[src/fsag_params.svh]
// Purpose: constants for the flash sector access guard
// Assumes: 16-bit address space, program memory at its top end
// Notes: unlock keys and timing counts are plain choices
`ifndef FSAG_PARAMS_SVH
`define FSAG_PARAMS_SVH

// ----------------------------------------------------------------
// array layout
// ----------------------------------------------------------------
`define FSAG_ADDR_W 16
`define FSAG_SECT0_BASE 16'hF000
`define FSAG_SECT1_BASE 16'hE000
`define FSAG_SECT_BYTES 16'h1000
`define FSAG_ERASED_BYTE 8'hFF

// ----------------------------------------------------------------
// unlock guard keys
// ----------------------------------------------------------------
`define FSAG_KEY1 8'h56
`define FSAG_KEY2 8'hAE

// ----------------------------------------------------------------
// timing
// ----------------------------------------------------------------
`define FSAG_CLK_MHZ 125
`define FSAG_PROG_TIME_US 2
`define FSAG_PROG_CYC (`FSAG_PROG_TIME_US * `FSAG_CLK_MHZ)

`endif

[src/fsag_pkg.sv]
// Purpose: types for the flash sector access guard
// Assumes: nothing beyond the params header
// Notes: one-hot state codes
package fsag_pkg;
    typedef enum logic [1:0] {
        FSAG_MODE_TOOL = 2'h0,
        FSAG_MODE_ICP = 2'h1,
        FSAG_MODE_IAP = 2'h2,
        FSAG_MODE_RUN = 2'h3
    } fsag_mode_t;

    typedef enum logic [1:0] {
        FSAG_CMD_PROG = 2'h0,
        FSAG_CMD_SECT_ERASE = 2'h1,
        FSAG_CMD_MASS_ERASE = 2'h2,
        FSAG_CMD_OPTION = 2'h3
    } fsag_cmd_t;

    typedef enum logic [4:0] {
        FSAG_ST_IDLE = 5'h01,
        FSAG_ST_PROG = 5'h02,
        FSAG_ST_ERASE = 5'h04,
        FSAG_ST_WAIT = 5'h08,
        FSAG_ST_DONE = 5'h10
    } fsag_state_t;
endpackage

[src/fsag_guard.sv]
// Purpose: sector access and protection guard for on-chip program memory
// Assumes: array storage is outside; this block issues byte writes and erase strobes
// Notes: the supply is a pin input passed through four flip-flops, the last loading only when the two before it agree
`include "fsag_params.svh"

module fsag_guard #(
    parameter int ARRAY_KBYTES = 32,
    parameter int PROG_CYCLES = `FSAG_PROG_CYC
) (
    // clock and reset
    input wire logic clk_sys,
    input wire logic arst_n,
    // mode and supply
    input wire fsag_pkg::fsag_mode_t mode,
    input wire logic programming_supply,
    input wire logic readout_protect_option,
    // unlock key writes
    input wire logic key_wr,
    input wire logic [7:0] key_data,
    // command request
    input wire logic cmd_valid,
    input wire fsag_pkg::fsag_cmd_t cmd,
    input wire logic [`FSAG_ADDR_W-1:0] cmd_addr,
    input wire logic [7:0] cmd_data,
    input wire logic [1:0] cmd_sector,
    input wire logic cmd_option_value,
    // external read request
    input wire logic ext_rd,
    input wire logic [`FSAG_ADDR_W-1:0] ext_rd_addr,
    input wire logic [7:0] array_rd_data,
    // array control
    output logic arr_wr,
    output logic [`FSAG_ADDR_W-1:0] arr_addr,
    output logic [7:0] arr_data,
    output logic arr_erase,
    output logic [3:0] arr_erase_mask,
    // status
    output logic busy,
    output logic done,
    output logic rejected,
    output logic unlocked,
    output logic protect_active,
    output logic option_wr,
    output logic option_wr_value,
    output logic [7:0] ext_rd_data
);
    import fsag_pkg::*;

    localparam logic [15:0] PROG_CNT = 16'(PROG_CYCLES);

    // ----------------------------------------------------------------
    // supply synchroniser
    // ----------------------------------------------------------------
    logic sup_s1_ff, sup_s2_ff, sup_s3_ff, sup_ok_ff;
    always_ff @(posedge clk_sys or negedge arst_n) begin
        if (!arst_n) begin
            sup_s1_ff <= 1'b0;
            sup_s2_ff <= 1'b0;
            sup_s3_ff <= 1'b0;
            sup_ok_ff <= 1'b0;
        end else begin
            sup_s1_ff <= programming_supply;
            sup_s2_ff <= sup_s1_ff;
            sup_s3_ff <= sup_s2_ff;
            if (sup_s2_ff == sup_s3_ff) begin
                sup_ok_ff <= sup_s3_ff;
            end
        end
    end

    // ----------------------------------------------------------------
    // sector map
    // ----------------------------------------------------------------
    // sector 2 covers everything below sector 1; no sector 3 exists
    wire [2:0] sect_present = (ARRAY_KBYTES <= 4) ? 3'h1 : (ARRAY_KBYTES <= 8) ? 3'h3 : 3'h7;
    wire [`FSAG_ADDR_W-1:0] arr_base = `FSAG_ADDR_W'(17'h10000 - 17'(ARRAY_KBYTES * 1024));
    wire in_array = cmd_addr >= arr_base;
    wire [1:0] addr_sector = (cmd_addr >= `FSAG_SECT0_BASE) ? 2'h0 :
                             (cmd_addr >= `FSAG_SECT1_BASE) ? 2'h1 : 2'h2;
    wire [1:0] tgt_sector = (cmd == FSAG_CMD_SECT_ERASE) ? cmd_sector : addr_sector;
    wire sect_exists = (tgt_sector != 2'h3) && sect_present[tgt_sector];

    // ----------------------------------------------------------------
    // unlock guard
    // ----------------------------------------------------------------
    logic [1:0] key_stage_ff, nxt_key_stage;
    wire cmd_take;
    always_comb begin
        nxt_key_stage = key_stage_ff;
        if (cmd_take) begin
            nxt_key_stage = 2'h0;
        end else if (key_wr) begin
            if (key_stage_ff == 2'h0 && key_data == `FSAG_KEY1) begin
                nxt_key_stage = 2'h1;
            end else if (key_stage_ff == 2'h1 && key_data == `FSAG_KEY2) begin
                nxt_key_stage = 2'h2;
            end else begin
                nxt_key_stage = 2'h0;
            end
        end
    end

    // ----------------------------------------------------------------
    // permission decode
    // ----------------------------------------------------------------
    logic prot_ff;
    wire mode_ok = (mode != FSAG_MODE_RUN);
    wire full_mode = (mode == FSAG_MODE_TOOL) || (mode == FSAG_MODE_ICP);
    wire sect_ok = full_mode || (tgt_sector != 2'h0);
    wire is_option = (cmd == FSAG_CMD_OPTION);
    wire is_mass = (cmd == FSAG_CMD_MASS_ERASE);
    wire prot_unlock = is_option && prot_ff && !cmd_option_value;
    // only the option write that drops protection gets through a protected array
    wire prot_ok = !prot_ff || prot_unlock;
    wire area_ok = is_option ? full_mode :
                   is_mass ? full_mode :
                   (sect_ok && sect_exists && (cmd == FSAG_CMD_SECT_ERASE || in_array));
    wire permit = mode_ok && sup_ok_ff && (key_stage_ff == 2'h2) && prot_ok && area_ok;

    // ----------------------------------------------------------------
    // operation sequencer
    // ----------------------------------------------------------------
    fsag_state_t state_ff, nxt_state;
    logic [15:0] cnt_ff;
    assign cmd_take = cmd_valid && (state_ff == FSAG_ST_IDLE);
    wire accept = cmd_take && permit;
    wire refuse = cmd_take && !permit;
    wire cnt_end = (cnt_ff == 16'h0001);
    wire [3:0] sect_mask = 4'(4'h1 << tgt_sector);

    always_comb begin
        nxt_state = state_ff;
        case (state_ff)
            FSAG_ST_IDLE: begin
                if (accept) begin
                    nxt_state = (cmd == FSAG_CMD_PROG) ? FSAG_ST_PROG : FSAG_ST_ERASE;
                end
            end
            FSAG_ST_PROG: nxt_state = FSAG_ST_WAIT;
            FSAG_ST_ERASE: nxt_state = FSAG_ST_WAIT;
            FSAG_ST_WAIT: begin
                if (cnt_end) begin
                    nxt_state = FSAG_ST_DONE;
                end
            end
            FSAG_ST_DONE: nxt_state = FSAG_ST_IDLE;
            default: nxt_state = FSAG_ST_IDLE;
        endcase
    end

    always_ff @(posedge clk_sys or negedge arst_n) begin
        if (!arst_n) begin
            state_ff <= FSAG_ST_IDLE;
            key_stage_ff <= 2'h0;
            cnt_ff <= 16'h0000;
        end else begin
            state_ff <= nxt_state;
            key_stage_ff <= nxt_key_stage;
            if (state_ff == FSAG_ST_PROG || state_ff == FSAG_ST_ERASE) begin
                cnt_ff <= PROG_CNT;
            end else if (cnt_ff != 16'h0000) begin
                cnt_ff <= cnt_ff - 16'h0001;
            end
        end
    end

    // ----------------------------------------------------------------
    // protection state
    // ----------------------------------------------------------------
    // option byte is caught one clock after reset release, never under the reset itself
    logic prot_loaded_ff;
    always_ff @(posedge clk_sys or negedge arst_n) begin
        if (!arst_n) begin
            prot_ff <= 1'b1;
            prot_loaded_ff <= 1'b0;
        end else begin
            prot_loaded_ff <= 1'b1;
            if (!prot_loaded_ff) begin
                prot_ff <= readout_protect_option;
            end else if (accept && is_option) begin
                prot_ff <= cmd_option_value;
            end
        end
    end

    // ----------------------------------------------------------------
    // array strobes
    // ----------------------------------------------------------------
    wire mass_now = accept && (is_mass || prot_unlock);
    wire sect_now = accept && (cmd == FSAG_CMD_SECT_ERASE);
    wire prog_now = accept && (cmd == FSAG_CMD_PROG);
    wire [3:0] nxt_mask = mass_now ? {1'b0, sect_present} : sect_now ? sect_mask : 4'h0;
    wire rd_block = prot_ff;

    always_ff @(posedge clk_sys or negedge arst_n) begin
        if (!arst_n) begin
            arr_wr <= 1'b0;
            arr_addr <= `FSAG_ADDR_W'h0000;
            arr_data <= 8'h00;
            arr_erase <= 1'b0;
            arr_erase_mask <= 4'h0;
            busy <= 1'b0;
            done <= 1'b0;
            rejected <= 1'b0;
            unlocked <= 1'b0;
            protect_active <= 1'b1;
            option_wr <= 1'b0;
            option_wr_value <= 1'b0;
            ext_rd_data <= 8'h00;
        end else begin
            arr_wr <= prog_now;
            if (prog_now) begin
                arr_addr <= cmd_addr;
                arr_data <= cmd_data;
            end
            arr_erase <= mass_now || sect_now;
            arr_erase_mask <= nxt_mask;
            busy <= (nxt_state != FSAG_ST_IDLE);
            done <= (state_ff == FSAG_ST_WAIT) && cnt_end;
            rejected <= refuse;
            unlocked <= (nxt_key_stage == 2'h2);
            protect_active <= prot_ff;
            option_wr <= accept && is_option;
            option_wr_value <= (accept && is_option) ? cmd_option_value : option_wr_value;
            if (ext_rd) begin
                ext_rd_data <= rd_block ? `FSAG_ERASED_BYTE : array_rd_data;
            end
        end
    end
endmodule

[config.mk]
export PLATFORM = sky130hd
export DESIGN_NAME = fsag_guard
export DESIGN_NICKNAME = d
export VERILOG_FILES = /design/src/fsag_pkg.sv /design/src/fsag_guard.sv
export VERILOG_INCLUDE_DIRS = /design/src
export SDC_FILE = /design/constraint.sdc
export NUM_CORES = 1
export LEC_CHECK = 0
export ABC_AREA = 1
export BUFFER_PORTS_ARGS = -buffer_cell sky130_fd_sc_hd__buf_4
export CAP_MARGIN = 20
export CORE_ASPECT_RATIO = 0.7
export CORE_UTILIZATION = 50
export DETAILED_ROUTE_END_ITERATION = 6
export PLACE_DENSITY = 0.79
export SLEW_MARGIN = 20
export SYNTH_ARGS = -nofsm -noshare
export SYNTH_HDL_FRONTEND = slang
export SYNTH_SLANG_ARGS = --single-unit
[constraint.sdc]
create_clock -name clk_sys -period 2.2 [get_ports clk_sys]
set_clock_uncertainty 0.15 [all_clocks]
set_input_delay 0.22 -clock clk_sys [delete_from_list [all_inputs] [get_ports clk_sys]]
set_output_delay 0.22 -clock clk_sys [all_outputs]
set_load 0.01 [all_outputs]
# Word-level counts from Yosys, hierarchy flattened
# Cells that the tools add are included.
[word_totals]
ff_bits = 74
latchBits = 0
ram_bits = 0
romBits = 0
input_bits = 70
out_inout_bits = 45
wordCells = 105
mem_count = 0
[classes]
addsub = 1
mul = 0
div_mod_pow = 0
magnitude_cmp = 4
eq_ne = 19
n_shift = 1
n_mux = 22
n_bitwise = 0
n_reduce_logical = 36
[ops]
columns = ["cell", "n"]
rows = [
  ["16-bit >= comparator, second input constant", 3],
  ["16-bit 2-to-1 mux", 2],
  ["1-bit logical AND", 19],
  ["16-bit by 1-bit == test with 1-bit output, second input constant", 1],
  ["16-bit nonzero test", 1],
  ["16-bit by 1-bit subtractor with 16-bit output, second input constant", 1],
  ["5-bit case mux with 3 select lines", 1],
  ["2-bit 2-to-1 mux", 7],
  ["5-bit 2-to-1 mux", 2],
  ["2-bit == test, second input constant", 4],
  ["8-bit by 7-bit == test with 1-bit output, second input constant", 1],
  ["8-bit == test, second input constant", 1],
  ["4-bit 2-to-1 mux", 2],
  ["8-bit 2-to-1 mux", 1],
  ["1-bit logical OR", 7],
  ["2-bit by 1-bit == test with 1-bit output, second input constant", 3],
  ["2-bit logical NOT", 3],
  ["5-bit by 1-bit == test with 1-bit output, second input constant", 1],
  ["5-bit by 2-bit == test with 1-bit output, second input constant", 1],
  ["5-bit by 3-bit == test with 1-bit output, second input constant", 1],
  ["5-bit by 4-bit == test with 1-bit output, second input constant", 1],
  ["1-bit 2-to-1 mux", 5],
  ["5-bit by 1-bit inequality test with 1-bit output, second input constant", 1],
  ["2-bit inequality test, second input constant", 2],
  ["other kinds (9)", 12],
]

# Longest topological paths before layout
[logic_depth]
word_depth = 16
mapped_depth = 13
ltp_nobuf = 12

# Least setup slack after synthesis
# OpenSTA, ideal clock, no wires.
[synth_path]
path_kind = "reg2reg"
startpoint = "register cnt_ff[0]"
endpoint = "register cnt_ff[14]"
setup_ns = 0.077
arrival_time_ns = 1.442
t_required_ns = 1.973
slack_ns = 0.530
stages_incl_launch_ff = 11
path_buffers = 0
period_less_slack_ns = 1.670
cell_sequence = "dfrtp_1 inv_1 ha_1 nand2_1 nor2_1 inv_1 nor2_2 nand2_1 nor2_1 o21ai_0 a21oi_1"
[synth_between]
elab_chain_len = 3
elab_cells_between_ends = 5
classes_between = "add/sub (1); mux (2); reduce/logical (2)"
[synth_rtl]
columns = ["item", "line_no", "source"]
rows = [
  ["start, declared", "fsag_guard.sv:124", "logic [15:0] cnt_ff;"],
  ["start signal, assigned", "fsag_guard.sv:162", "cnt_ff <= cnt_ff - 16'h0001;"],
  ["16-bit by 1-bit subtractor with 16-bit output", "fsag_guard.sv:162", ""],
  ["16-bit 2-to-1 mux", "fsag_guard.sv:161", "end else if (cnt_ff != 16'h0000) begin"],
  ["16-bit 2-to-1 mux", "fsag_guard.sv:159", "if (state_ff == FSAG_ST_PROG || state_ff == FSAG_ST_ERASE) begin"],
]
# Parallel ways exist; a longest one is shown, timed or not. The select of a mux whose other input is x is not followed.
# A chain may end at the register's enable or synchronous reset.

# Worst setup path after layout
[layout_path]
startpoint = "register cnt_ff[0]"
endpoint = "register cnt_ff[13]"
# Same word-level chain as after synthesis.

==> flow_metrics.tcl <==
set metrics [dict create \
    hp-class "primary input to flop" \
    hold_ws_ns 0.0107 \
    post_synth.cell_area_avg_um2 8.78 \
    cts_sinks 74 \
    synth_seq_area_share_pct 56.8 \
    hold_viol_final 0 \
    power_density_nw_per_um2 753 \
    num-nets-final 581 \
    regArea_um2 1860 \
    cts_buffers 9 \
    grt_usage_pct 25.2 \
    r2r_end "cnt_ff[13]$_DFFE_PN0P_" \
    finalCritPeriodShare_pct 90.0 \
    cap_viol_max_count 0 \
    period_needed_ns 1.98 \
    critPathArrivalTime_ns 2.10 \
    root_buffer "clkbuf_8" \
    setup_tns_ns 0 \
    initial_core_util_pct 52.0 \
    vias 2935 \
    htreeDepth 3 \
    area_delta_synth_final_pct 40.0 \
    synth_warnings 0 \
    worstSetupEndpoint "cnt_ff[13]$_DFFE_PN0P_" \
    path_depth 10 \
    setup_viol 0 \
    cts.repair.resized 0 \
    die_w_um 98.6 \
    synth_seq_cells 74 \
    cts.clk_slew.worst_paths_ns 0.07 \
    crit_buf_inv 1 \
    ios 115 \
    crit_chain "inv_1 > ha_1 > nand2_1 > nor2_1 > nand2_2 > nand2_2 > nor2_1 > nand2_1 > o21ai_0 > a21oi_1" \
    holdBufCountCts 31 \
    cts_setup_buffers 0 \
    syn-num-nets 444 \
    dpl.hpwl_mm 5.17 \
    grt_pass1_vias 2907 \
    ant_nets 0 \
    layout-drive-gt1-share_pct 28.8 \
    cts_max_path_buffers 2 \
    worstPathMaxFanout 9 \
    startpoint_type "flop" \
    core_area_um2 6280 \
    cts_tree "done" \
    synthTopCellsByArea "dfrtp_1, nand2_1, inv_1, o21ai_0, nand2_2" \
    vdd_drop_max_mv 0.415 \
    grt-ovfl-total 0 \
    crit_start "cnt_ff[0]$_DFFE_PN0P_" \
    vias_per_cell 4.96 \
    drt_iter0_markers 157 \
    wl_per_cell_um 13.6 \
    multi_input_area_um2 1190 \
    grt_max_degree 33 \
    die_h_um 69.6 \
    rr_startpoint "cnt_ff[0]$_DFFE_PN0P_" \
    critPathKind "flop to flop" \
    yosysTopAreaCellShare_pct 54.4 \
    antenna_found_initial 0 \
    finalWeightedCongestion 0.828 \
    syn_inst 372 \
    netlist_area_um2 3270 \
    die-area_um2 6860 \
    drc 0 \
    slew_viol_final 0 \
    fmax_mhz 505 \
    grt_setup_unrepaired "false" \
    path_delay_family "simple AND/OR/NAND/NOR gates" \
    run_status "finished clean" \
    end_kind "flop" \
    num_antenna_cells 0 \
    cp.required_ns 2.32 \
    wl_mm 8.05 \
    crit_slowest_cell "dfrtp_1" \
    fillers 438 \
    utilization_pct 72.8 \
    power.static_leakage_nw 2.47 \
    numPortBuffers 98 \
    r2r_cells 10 \
    synth_top_area_cell "dfrtp_1" \
    fp-row-count 24 \
    clkLatencyLatePin_ns 0.35 \
    synth_cell_types 35 \
    grt_pass1_wl_mm 13.3 \
    slowest_delay_ns 0.40 \
    r2r_slack_ns 0.22 \
    dr.pass1.iters 5 \
]
layer usage:
metal | part of all wire (%) | global-route usage, % | vias up
li1 | - | - | 1446
met1 | 45 | 32.1 | 1370
met2 | 48 | 41.6 | 103
met3 | 5.7 | 6.55 | 16
met4 | 1.9 | 9.95 | 0
met5 | 0 | 0 | -
report_power, final:
part	total, W	switching [W]	internal [W]
clock	0.000961	0.000521	0.000439
combinational	0.000819	0.000458	0.000361
sequential	0.00166	0.000128	0.00154
cell usage after synthesis:
| library cell | count |
|---|---|
| nand3_2 | 1 |
| buf_6 | 1 |
| dfrtp_1 | 71 |
| nand4_1 | 5 |
| maj3_1 | 1 |
| inv_2 | 2 |
| and2_1 | 1 |
| clkbuf_1 | 2 |
| nand2_2 | 17 |
| nor2_2 | 3 |
| nor2_1 | 26 |
| a21oi_1 | 14 |
| nand3_1 | 19 |
| o211ai_1 | 1 |
| buf_12 | 1 |
| buf_2 | 1 |
| ha_1 | 2 |
| o21ai_0 | 23 |
| nor3_1 | 9 |
| conb_1 | 2 |
| nor4_1 | 2 |
| dfstp_2 | 3 |
| nand2_1 | 109 |
| o21a_1 | 2 |
| or2_1 | 2 |
| mux2_2 | 1 |
| inv_4 | 1 |
| a21boi_0 | 1 |
| a32oi_1 | 1 |
| buf_4 | 2 |
| xor2_1 | 3 |
| nand4_4 | 1 |
| nor3b_1 | 1 |
| inv_1 | 40 |
| and3b_2 | 1 |
cells by family (layout without fill, tap and decap cells):
family / after synthesis / count (layout) / synth area share, %
AND/OR/NAND/NOR: 197 / 197 / 27.0
flip-flops: 74 / 74 / 56.8
buffers and inverters: 50 / 192 / 6.82
AO/OA/AOI/OAI: 42 / 42 / 6.86
adder cells (fa/ha/maj): 3 / 3 / 1.07
XOR/XNOR: 3 / 3 / 0.805
other: 2 / 2 / 0.230
multiplexers: 1 / 1 / 0.345
flip-flops by register name, indices dropped and copies added (netlist names), 2 cells and up:
| register | flops |
|---|---|
| arr_data | 8 |
| state_ff | 5 |
| arr_erase_mask | 4 |
| ext_rd_data | 8 |
| cnt_ff | 16 |
| arr_addr | 16 |
| key_stage_ff | 2 |
how the worst min path moves through the flow:
stage / start / to / slack (ns) / depth (start not counted)
detailed placement: arst_n / ext_rd_data[3]$_DFFE_PN0P_ / 0.03 / 1
global route: cmd_valid / rejected$_DFF_PN0_ / 0.02 / 3
floorplan: arst_n / arr_addr[0]$_DFFE_PN0P_ / -0.23 / 0
finish: cmd_valid / rejected$_DFF_PN0_ / 0.01 / 3
CTS: cmd_valid / rejected$_DFF_PN0_ / 0.0002 / 3
global placement: arst_n / ext_rd_data[4]$_DFFE_PN0P_ / 0.03 / 1
stage by stage:
step	instance area [µm²]	power [W]	setup WS [ns]	cells
global placement	4080	0.00241	0.321	545
floorplan	3270	0.00217	0.530	372
finish	4570	0.00344	0.220	592
detailed placement	4080	0.00245	0.270	545
global route	4570	0.00367	0.0413	592
CTS	4570	0.00345	0.232	592
worst register-to-register path, cell delays in order, from the launching register on:
cell and delay (ns):
dfrtp_1 0.40, inv_1 0.10, ha_1 0.25, nand2_1 0.08, nor2_1 0.22, nand2_2 0.19
nand2_2 0.15, nor2_1 0.07, nand2_1 0.08, o21ai_0 0.08, a21oi_1 0.14
cell usage in the layout, fill, tap and decap left out, drive strengths merged:
cell         Yosys  final
dfstp            3      3
o21a             2      2
and3b            1      1
dfrtp           71     71
nor2            29     29
o21ai           23     23
a32oi            1      1
dlygate4sd3      0     31
or2              2      2
nor3             9      9
mux2             1      1
maj3             1      1
nand3           20     20
ha               2      2
o211ai           1      1
clkinv           0      2
a21oi           14     14
a21boi           1      1
buf              5    102
nor3b            1      1
nand2          126    126
clkbuf           2     10
clkinvlp         0      3
inv             43     44
nor4             2      2
xor2             3      3
conb             2      2
and2             1      1
nand4            6      6
layout make-up:
class,count,area share (%)
clock buffers,10,3.01
flip-flops and latches,74,40.6
inverters,43,3.59
repair buffers,133,23.8
multi-input cells,248,26.0
well taps,78,2.13
clock inverters,6,0.903
(Power assumes the default switching activity.)
